--- config.mk ---
export PLATFORM = sky130hd
export DESIGN_NAME = sst_tracker
export DESIGN_NICKNAME = d
export VERILOG_FILES = /design/src/rtl/sst_pkg.sv /design/src/rtl/sst_tracker.sv /design/src/rtl/sst_flag_bits.sv
export SDC_FILE = /design/constraint.sdc
export NUM_CORES = 1
export LEC_CHECK = 0
export BUFFER_PORTS_ARGS = -buffer_cell sky130_fd_sc_hd__buf_2
export CAP_MARGIN = 20
export CORE_ASPECT_RATIO = 0.7
export CORE_UTILIZATION = 48
export CTS_CLUSTER_DIAMETER = 150
export DETAILED_ROUTE_END_ITERATION = 6
export PLACE_DENSITY = 0.71
export SLEW_MARGIN = 20
export SYNTH_ARGS = -nofsm -noshare
export SYNTH_HDL_FRONTEND = slang
export SYNTH_HIERARCHICAL = 1
export SYNTH_SLANG_ARGS = --single-unit
export TNS_END_PERCENT = 5
--- constraint.sdc ---
create_clock -name clk -period 2.9 [get_ports clk]
set_input_delay 0.58 -clock clk [delete_from_list [all_inputs] [get_ports clk]]
set_output_delay 0.58 -clock clk [all_outputs]
set_load 0.1 [all_outputs]
--- src/rtl/sst_pkg.sv ---
// Constants, register map and state codes of the socket state tracker.
// Assumes a byte-wide register port with the offsets below.
package sst_pkg;

  // ---------------------------------------------------------------
  // Register offsets
  // ---------------------------------------------------------------
  localparam logic [7:0] OFF_MODE = 8'h00;
  localparam logic [7:0] OFF_COMMAND = 8'h01;
  localparam logic [7:0] OFF_EVENTS = 8'h02;
  localparam logic [7:0] OFF_STATE = 8'h03;
  localparam logic [7:0] OFF_PORT_HI = 8'h04;
  localparam logic [7:0] OFF_PORT_LO = 8'h05;

  // ---------------------------------------------------------------
  // Reset values
  // ---------------------------------------------------------------
  localparam logic [7:0] RST_MODE = 8'h00;
  localparam logic [15:0] RST_PORT = 16'h0000;
  localparam logic [7:0] RST_EVENTS = 8'h00;

  // ---------------------------------------------------------------
  // Commands and protocol patterns
  // ---------------------------------------------------------------
  localparam logic [7:0] CMD_OPEN = 8'h01;
  localparam logic [7:0] CMD_LISTEN = 8'h02;
  localparam logic [7:0] CMD_CONNECT = 8'h04;
  localparam logic [7:0] CMD_GRACEFUL = 8'h08;
  localparam logic [7:0] CMD_CLOSE = 8'h10;
  localparam logic [7:0] CMD_SEND = 8'h20;
  localparam logic [7:0] CMD_RECEIVE_DONE_CMD_DONE = 8'h40;
  localparam logic [3:0] PROTO_TCP = 4'h1;
  localparam logic [3:0] PROTO_UDP = 4'h2;
  localparam logic [3:0] PROTO_RAW = 4'h4;
  localparam int PROTO_LSB = 0;

  // ---------------------------------------------------------------
  // Event flag bit positions
  // ---------------------------------------------------------------
  localparam int EVT_CONNECT = 0;
  localparam int EVT_DISCONNECT = 1;
  localparam int EVT_TIMEOUT = 3;
  localparam int EVT_WIDTH = 5;

  // ---------------------------------------------------------------
  // Linger timing
  // ---------------------------------------------------------------
  localparam int LINGER_CYCLES_DEF = 256;

  // ---------------------------------------------------------------
  // State codes
  // ---------------------------------------------------------------
  typedef enum logic [7:0] {
    ST_RELEASED = 8'h00,
    ST_TCP_OPENED = 8'h13,
    ST_AWAITING_PEER = 8'h14,
    ST_REQUEST_SENT = 8'h15,
    ST_REQUEST_RECEIVED = 8'h16,
    ST_CONNECTED = 8'h17,
    ST_FINISHING = 8'h18,
    ST_SHUTTING = 8'h1A,
    ST_LINGER = 8'h1B,
    ST_HALF_CLOSED = 8'h1C,
    ST_FINAL_ACK_WAIT = 8'h1D,
    ST_DATAGRAM = 8'h22,
    ST_RAW_FRAMES = 8'h42
  } sst_state_type;

endpackage

--- src/rtl/sst_tracker.sv ---
// Per-socket connection state tracker with its byte register port.
// Assumes packet engines on the same clock deliver one-cycle segment strobes.
//
// Notes on behaviour
// - State code is read-only, eight bits, and resets to released.
// - Close, or a timeout in any TCP state but TCP-opened, ends in released; graceful disconnect follows the rule below.
// - Open with TCP protocol gives the TCP-opened code.
// - Awaiting peer waits for SYN; timeout flags and releases.
// - Connected reached via accepted SYN or successful connect; transfers allowed.
// - Peer FIN gives half-closed; transfers still allowed; disconnect or close follow.
// - Open with UDP protocol gives datagram code, no handshake.
// - Raw frame mode only on socket zero; open gives raw code.
// - Connect shows request-sent; SYN/ACK connects; timeout flags and releases.
// - Received SYN shows request-received; reply success connects; timeout releases.
// - Finishing, shutting and linger codes end released on completion or timeout.
// - Final-ack wait ends released on FIN/ACK, or timeout with flag.
// - State changes only on host commands, received control segments, engine results, expiry or linger end.
// - Source port high byte at lower offset, low byte next.
// - Peer RST releases the socket in any TCP state; datagram and raw ignore it.
// - Graceful disconnect from connected or half-closed sends FIN first; finishing, shutting, linger and final-ack wait ignore it; others release at once.
// - Close command releases immediately with no exchange.
// - Connect event flag rises once on entering connected.
`timescale 1ns/1ps
module sst_tracker
  import sst_pkg::*;
#(
  parameter int SOCKET_ID = 0,
  parameter int LINGER_CYCLES = LINGER_CYCLES_DEF
) (
  // Clock and reset
  input wire logic clk,
  input wire logic rst,
  // Register port
  input wire logic reg_wr_en,
  input wire logic reg_rd_en,
  input wire logic [7:0] reg_addr,
  input wire logic [7:0] reg_wdata,
  output logic [7:0] reg_rdata,
  // Received control segments and engine results
  input wire logic rx_syn,
  input wire logic rx_synack,
  input wire logic rx_fin,
  input wire logic rx_finack,
  input wire logic rx_rst,
  input wire logic synack_done,
  input wire logic tcp_retry_expiry,
  // Requests to the transmit engine
  output logic tx_syn,
  output logic tx_synack,
  output logic tx_fin,
  // Socket status
  output logic [7:0] socket_state,
  output logic [15:0] source_port,
  output logic transfer_allowed,
  output logic [EVT_WIDTH-1:0] socket_event_flags
);

  // ---------------------------------------------------------------
  // Parameter checks
  // ---------------------------------------------------------------
  if (LINGER_CYCLES < 1 || LINGER_CYCLES > 65536)
  begin : g_bad_linger
    $error("LINGER_CYCLES out of range");
  end

  // ---------------------------------------------------------------
  // Register decode
  // ---------------------------------------------------------------
  sst_state_type state_q;
  sst_state_type state_d;
  logic [7:0] mode_q;
  logic [15:0] port_q;
  logic [7:0] rdata_q;
  logic [7:0] rdata_d;
  logic [15:0] linger_q;
  logic [15:0] linger_d;
  logic [EVT_WIDTH-1:0] evt_set;
  logic [EVT_WIDTH-1:0] evt_clr;
  logic tx_syn_d;
  logic tx_synack_d;
  logic tx_fin_d;

  wire cmd_wr = reg_wr_en && (reg_addr == OFF_COMMAND);
  wire cmd_open = cmd_wr && (reg_wdata == CMD_OPEN);
  wire cmd_listen = cmd_wr && (reg_wdata == CMD_LISTEN);
  wire cmd_connect = cmd_wr && (reg_wdata == CMD_CONNECT);
  wire cmd_graceful = cmd_wr && (reg_wdata == CMD_GRACEFUL);
  wire cmd_close = cmd_wr && (reg_wdata == CMD_CLOSE);
  wire [3:0] proto = mode_q[PROTO_LSB +: 4];
  wire raw_allowed = (SOCKET_ID == 0);
  wire linger_end = (linger_q == 16'(LINGER_CYCLES - 1));
  wire tcp_live = (state_q != ST_RELEASED) && (state_q != ST_DATAGRAM)
    && (state_q != ST_RAW_FRAMES);

  // Send and receive-done need no state move; they only count while transfers run
  assign transfer_allowed = (state_q == ST_CONNECTED) || (state_q == ST_HALF_CLOSED)
    || (state_q == ST_DATAGRAM) || (state_q == ST_RAW_FRAMES);

  // ---------------------------------------------------------------
  // Next state
  // ---------------------------------------------------------------
  // Priority: close, peer reset, expiry, graceful disconnect, then normal flow
  always_comb
  begin
    state_d = state_q;
    tx_syn_d = 1'b0;
    tx_synack_d = 1'b0;
    tx_fin_d = 1'b0;
    evt_set = '0;
    if (cmd_close)
      state_d = ST_RELEASED;
    else if (rx_rst && tcp_live)
      state_d = ST_RELEASED;
    else if (tcp_retry_expiry && tcp_live && state_q != ST_TCP_OPENED)
    begin
      state_d = ST_RELEASED;
      evt_set[EVT_TIMEOUT] = 1'b1;
    end
    else if (cmd_graceful)
    begin
      if (state_q == ST_CONNECTED)
      begin
        state_d = ST_FINISHING;
        tx_fin_d = 1'b1;
      end
      else if (state_q == ST_HALF_CLOSED)
      begin
        state_d = ST_FINAL_ACK_WAIT;
        tx_fin_d = 1'b1;
      end
      else if (!(state_q inside {ST_FINISHING, ST_SHUTTING, ST_LINGER, ST_FINAL_ACK_WAIT}))
        state_d = ST_RELEASED;
    end
    else
    begin
      case (state_q)
        ST_RELEASED:
          if (cmd_open)
          begin
            if (proto == PROTO_TCP)
              state_d = ST_TCP_OPENED;
            else if (proto == PROTO_UDP)
              state_d = ST_DATAGRAM;
            else if (proto == PROTO_RAW && raw_allowed)
              state_d = ST_RAW_FRAMES;
          end
        ST_TCP_OPENED:
          if (cmd_listen)
            state_d = ST_AWAITING_PEER;
          else if (cmd_connect)
          begin
            state_d = ST_REQUEST_SENT;
            tx_syn_d = 1'b1;
          end
        ST_AWAITING_PEER:
          if (rx_syn)
          begin
            state_d = ST_REQUEST_RECEIVED;
            tx_synack_d = 1'b1;
          end
        ST_REQUEST_RECEIVED:
          if (synack_done)
            state_d = ST_CONNECTED;
        ST_REQUEST_SENT:
          if (rx_synack)
            state_d = ST_CONNECTED;
        ST_CONNECTED:
          if (rx_fin)
            state_d = ST_HALF_CLOSED;
        ST_FINISHING:
          if (rx_finack)
            state_d = ST_LINGER;
          else if (rx_fin)
            state_d = ST_SHUTTING;
        ST_SHUTTING:
          if (rx_finack)
            state_d = ST_LINGER;
        ST_LINGER:
          if (linger_end)
            state_d = ST_RELEASED;
        ST_FINAL_ACK_WAIT:
          if (rx_finack)
            state_d = ST_RELEASED;
        ST_HALF_CLOSED, ST_DATAGRAM, ST_RAW_FRAMES:
          state_d = state_q;
        default:
          state_d = ST_RELEASED;
      endcase
    end
    evt_set[EVT_CONNECT] = (state_d == ST_CONNECTED) && (state_q != ST_CONNECTED);
    evt_set[EVT_DISCONNECT] = (rx_fin || rx_finack) && tcp_live;
  end

  assign evt_clr = (reg_wr_en && reg_addr == OFF_EVENTS) ? reg_wdata[EVT_WIDTH-1:0] : '0;
  assign linger_d = (state_q == ST_LINGER && !linger_end) ? linger_q + 16'h0001 : 16'h0000;

  // ---------------------------------------------------------------
  // Read mux
  // ---------------------------------------------------------------
  // State is one register, so a read never sees half an update
  always_comb
  begin
    case (reg_addr)
      OFF_MODE: rdata_d = mode_q;
      OFF_EVENTS: rdata_d = {{(8 - EVT_WIDTH){1'b0}}, socket_event_flags};
      OFF_STATE: rdata_d = state_q;
      OFF_PORT_HI: rdata_d = port_q[15:8];
      OFF_PORT_LO: rdata_d = port_q[7:0];
      default: rdata_d = 8'h00;
    endcase
  end

  // ---------------------------------------------------------------
  // Registers
  // ---------------------------------------------------------------
  always_ff @(posedge clk)
  begin
    if (rst)
    begin
      state_q <= ST_RELEASED;
      linger_q <= 16'h0000;
      tx_syn <= 1'b0;
      tx_synack <= 1'b0;
      tx_fin <= 1'b0;
    end
    else
    begin
      state_q <= state_d;
      linger_q <= linger_d;
      tx_syn <= tx_syn_d;
      tx_synack <= tx_synack_d;
      tx_fin <= tx_fin_d;
    end
  end

  always_ff @(posedge clk)
  begin
    if (rst)
    begin
      mode_q <= RST_MODE;
      port_q <= RST_PORT;
      rdata_q <= 8'h00;
    end
    else
    begin
      if (reg_wr_en && reg_addr == OFF_MODE)
        mode_q <= reg_wdata;
      if (reg_wr_en && reg_addr == OFF_PORT_HI)
        port_q[15:8] <= reg_wdata;
      if (reg_wr_en && reg_addr == OFF_PORT_LO)
        port_q[7:0] <= reg_wdata;
      if (reg_rd_en)
        rdata_q <= rdata_d;
    end
  end

  sst_flag_bits #(
    .WIDTH(EVT_WIDTH)
  ) u_flags (
    .clk(clk),
    .rst(rst),
    .set_bits(evt_set),
    .clr_bits(evt_clr),
    .flags_q(socket_event_flags)
  );

  assign reg_rdata = rdata_q;
  assign socket_state = state_q;
  assign source_port = port_q;

  // ---------------------------------------------------------------
  // Assertions
  // ---------------------------------------------------------------
  AST_RESET_RELEASED: assert property (@(posedge clk) rst |=> state_q == ST_RELEASED)
    else $error("State not released after reset");
  AST_CLOSE_RELEASES: assert property (@(posedge clk) disable iff (rst)
    cmd_close |=> state_q == ST_RELEASED && !tx_fin)
    else $error("Close did not release at once");
  AST_OPEN_TCP: assert property (@(posedge clk) disable iff (rst)
    (state_q == ST_RELEASED && cmd_open && proto == PROTO_TCP) |=> state_q == ST_TCP_OPENED)
    else $error("TCP open missed");
  AST_OPEN_UDP: assert property (@(posedge clk) disable iff (rst)
    (state_q == ST_RELEASED && cmd_open && proto == PROTO_UDP) |=> state_q == ST_DATAGRAM)
    else $error("UDP open missed");
  AST_RAW_SOCKET_ZERO: assert property (@(posedge clk) disable iff (rst)
    state_q == ST_RAW_FRAMES |-> SOCKET_ID == 0)
    else $error("Raw frame state on nonzero socket");
  AST_CONNECT_SYN: assert property (@(posedge clk) disable iff (rst)
    (state_q == ST_TCP_OPENED && cmd_connect && !rx_rst)
    |=> state_q == ST_REQUEST_SENT && tx_syn ##1 !tx_syn)
    else $error("Connect did not send SYN");
  AST_TIMEOUT_FLAG: assert property (@(posedge clk) disable iff (rst)
    (state_q == ST_FINAL_ACK_WAIT && tcp_retry_expiry && !cmd_close && !rx_rst)
    |=> state_q == ST_RELEASED && socket_event_flags[EVT_TIMEOUT])
    else $error("Timeout did not flag and release");
  AST_PEER_RESET: assert property (@(posedge clk) disable iff (rst)
    (rx_rst && state_q == ST_CONNECTED) |=> state_q == ST_RELEASED)
    else $error("Peer reset ignored");
  AST_CONNECT_FLAG: assert property (@(posedge clk) disable iff (rst)
    (state_q != ST_CONNECTED ##1 state_q == ST_CONNECTED) |-> socket_event_flags[EVT_CONNECT])
    else $error("Connect flag not raised");
  AST_PORT_HIGH_BYTE: assert property (@(posedge clk) disable iff (rst)
    (reg_wr_en && reg_addr == OFF_PORT_HI) |=> source_port[15:8] == $past(reg_wdata))
    else $error("Port high byte not stored");
  AST_LINGER_BOUND: assert property (@(posedge clk) disable iff (rst)
    linger_q <= 16'(LINGER_CYCLES - 1))
    else $error("Linger count overran");

  COV_SERVER: cover property (@(posedge clk) disable iff (rst)
    state_q == ST_AWAITING_PEER ##[1:50] state_q == ST_CONNECTED);
  COV_CLIENT: cover property (@(posedge clk) disable iff (rst)
    state_q == ST_REQUEST_SENT ##[1:50] state_q == ST_CONNECTED);
  COV_PASSIVE: cover property (@(posedge clk) disable iff (rst)
    state_q == ST_FINAL_ACK_WAIT ##[1:50] state_q == ST_RELEASED);

endmodule // sst_tracker

--- src/rtl/sst_flag_bits.sv ---
// Sticky event flags, cleared by writing ones.
// Assumes set and clear pulses on the same clock.
`timescale 1ns/1ps
module sst_flag_bits #(
  parameter int WIDTH = 5
) (
  // Clock and reset
  input wire logic clk,
  input wire logic rst,
  // Flag events
  input wire logic [WIDTH-1:0] set_bits,
  input wire logic [WIDTH-1:0] clr_bits,
  output logic [WIDTH-1:0] flags_q
);

  logic [WIDTH-1:0] flags_d;

  // Set wins over a clear in the same cycle, so no event is lost
  assign flags_d = (flags_q & ~clr_bits) | set_bits;

  always_ff @(posedge clk)
  begin
    if (rst)
      flags_q <= '0;
    else
      flags_q <= flags_d;
  end

  AST_SET_WINS: assert property (@(posedge clk) disable iff (rst)
    (set_bits[0] && clr_bits[0]) |=> flags_q[0])
    else $error("Flag set lost against a clear");

endmodule // sst_flag_bits

==> reports/results.ini <==
[cts]
clockBufferDepth=2
cts_sinks=64
h-tree-depth=3
cts_resized=0
cts_tree=built
cts_buffers=9
post_cts_buffers=0
clock_latency_ns=0.35
postCtsHoldBufs=0
path_clk_slew_ns=0.08
root_buffer=clkbuf_8

[sta]
tightest_slew_ns=0.745
hold_slack_ns=0.440
hold_viol=0
post-route-period-util_pct=94.9
rsz0062_at_grt=false
maxSlewViolCount=0
finalSetupViolations=0
slew_headroom_pct=49.6
maxClockFrequency_mhz=363
fin_crit_ns=2.75
skew_ns=0.0113

[power]
ir_drop_uv=280
power_leakage_nw=1.67
powerDensity_nw_per_um2=414

[detailed_routing]
vias=3744
drt-pass1-iter-count=5
drc=0
drt_wl_total_um=10800
wl_per_cell_um=17.2
drt_first_iter_violations=369
vias_per_cell=5.97
antenna_left=0

[die]
dieArea_um2=7820
coreArea_um2=6980
ios=68
num_rows=25
start_util_pct=51.4
die_y_um=74.3
die_w_um=105

[grt]
grt_overflow=0
gr-usage-all-layers_pct=28.2
antenna_found_initial=0
grt_max_degree=27
first_global_vias=3342
grt_pass1_wl_um=16900

[critical_path]
critPathMaxFanout=10
critical-path-slowest-cell=o22a_1
crit_required_ns=2.32
crit_top_cell=buf_4
worst-setup-path-type=flip-flop to output pin
reg2reg_from=socket_state[4]
cpPeakStageDelay_ns=0.36
rrSetupSlack_ns=0.17
worstReg2RegEnd=u_flags/flags_q[0]
cp-start-kind=flip-flop
cp-end-kind=output pin
crit_chain=buf_4, nor4b_2, buf_4, nand2_1, o22a_1, o21ai_4, buf_12
worstRegToRegCells=8
crit_arrival_ns=2.17

[worst_hold_path]
hold_path_depth=1
hold_class=flip-flop to flip-flop
min_to=linger_q[0]
hp-start=linger_q[0]

[synth]
synthArstFlopShare_pct=0
avgSynthCellArea_um2=7.91
yosysSeqAreaShare_pct=35.8
synth_ff_type=dfxtp_1
yosysWarnings=6
syn_inst=453
synth_edf_count=0
synth_seq_cells=64
synth_area_um2=3580
yosys.cell_types.count=60

[placement]
placed_cells=611
port_buffers=67
dpl.hpwl_um=7950
gp_congestion=0.941

[finish]
final_util_pct=61.7
nets=556
num_antenna_cells=0
ff_latch_area_um2=1280
nFillCells=658
finalNonFillerCells=627
drive_gt1_share_pct=22.9
multi_input_area_um2=2140
syn_to_final_growth_pct=20.0

[flow_run]
maxCapViolCount=0

[outcome]
status=finished clean

-- cell usage after synthesis, drive strengths merged, types with 10 or more instances --
cell / count / area share (%)
inv: 14 / 1.5
dfxtp: 64 / 36
clkbuf: 25 / 2.6
nand2b: 13 / 2.3
mux2i: 22 / 6.1
a21oi: 24 / 3.5
nor2: 63 / 6.6
nand2: 41 / 4.3
o21ai: 19 / 2.7
nand3: 20 / 2.8
and2: 10 / 1.7
nor4: 14 / 2.6
nor3: 11 / 1.5
-- metal layers --
metal | routed length [um] | share of wire (%) | vias to the layer above | global-route usage [%]
met3 | 995 | 9.2 | 14 | 6.22
li1 | - | - | 1763 | -
met5 | 0 | 0 | - | 0
met2 | 4440 | 41 | 186 | 41.4
met4 | 117 | 1.1 | 0 | 9.70
met1 | 5200 | 48 | 1781 | 40.8
-- layout make-up --
cell class                      count  share of cell area [%]
Inverter                           15                    1.31
Tap cell                           94                    2.73
Clock buffer                       10                    2.97
Multi-Input combinational cell    347                    49.7
Clock inverter                      6                    1.05
Timing Repair Buffer               91                    12.3
Sequential cell                    64                    29.9
-- cells by family after synthesis --
group / synth area share [%]
AND/OR/NAND/NOR: 30.1
AO/OA/AOI/OAI: 17.5
other: 0.105
adder cells (fa/ha/maj): 0.349
buffers and inverters: 5.06
multiplexers: 7.72
flip-flops: 35.8
XOR/XNOR: 3.42
-- flip-flops by register name, indices dropped and copies added, names as in the netlist --
register / count
linger_q: 16
mode_q: 8
reg_rdata: 8
socket_state: 8
source_port: 16
tx_fin: 1
tx_syn: 1
tx_synack: 1
u_flags/flags_q: 5
-- report_power, final --
part           total [mW]  switching [mW]  internal [mW]
combinational       0.187           0.137         0.0502
clock               0.700           0.388          0.313
sequential          0.892         0.00572          0.886
-- stage by stage --
stage	setup TNS [ns]	power (mW)	area, um2	worst slack [ns]
after global placement	0	1.09	4130	0.209
after floorplan	-0.00213	1.04	3600	-0.00213
after detailed placement	0	1.10	4130	0.137
after CTS	0	1.78	4300	0.150
final	0	1.78	4300	0.148
after global routing	0	1.83	4300	0.0775
-- cell usage in the layout, fill, tap and decap left out, types with 9 or more instances in the layout --
cell / count
a21oi_1: 23
nor4_1: 13
nand3_1: 20
buf_2: 66
nor2_1: 63
mux2i_1: 22
dfxtp_1: 61
o21ai_0: 18
nand2_1: 41
inv_1: 14
and2_1: 10
buf_4: 24
nand2b_1: 13
xor2_1: 9
clkbuf_8: 9
nor3_1: 11
-- critical path: cells and delay by family (launching register included) --
family	cells	cell delay [ns]
buffers and inverters	3	0.56
DFF	1	0.33
AOI/OAI and AO/OA	2	0.47
and+or+nand+nor	2	0.45
-- worst max path at each step --
stage                                from            endpoint  slack, ns  depth (start not counted)
after detailed placement     reg_wdata[7]  u_flags/flags_q[0]       0.14                         10
after global placement       reg_wdata[7]  u_flags/flags_q[0]       0.21                         10
after CTS                 socket_state[5]    transfer_allowed       0.15                          7
final                     socket_state[5]    transfer_allowed       0.15                          7
after global routing      socket_state[5]    transfer_allowed       0.08                          7
after floorplan           socket_state[1]  u_flags/flags_q[0]     -0.002                          9
Note: power is estimated with default switching activity, not from simulation.
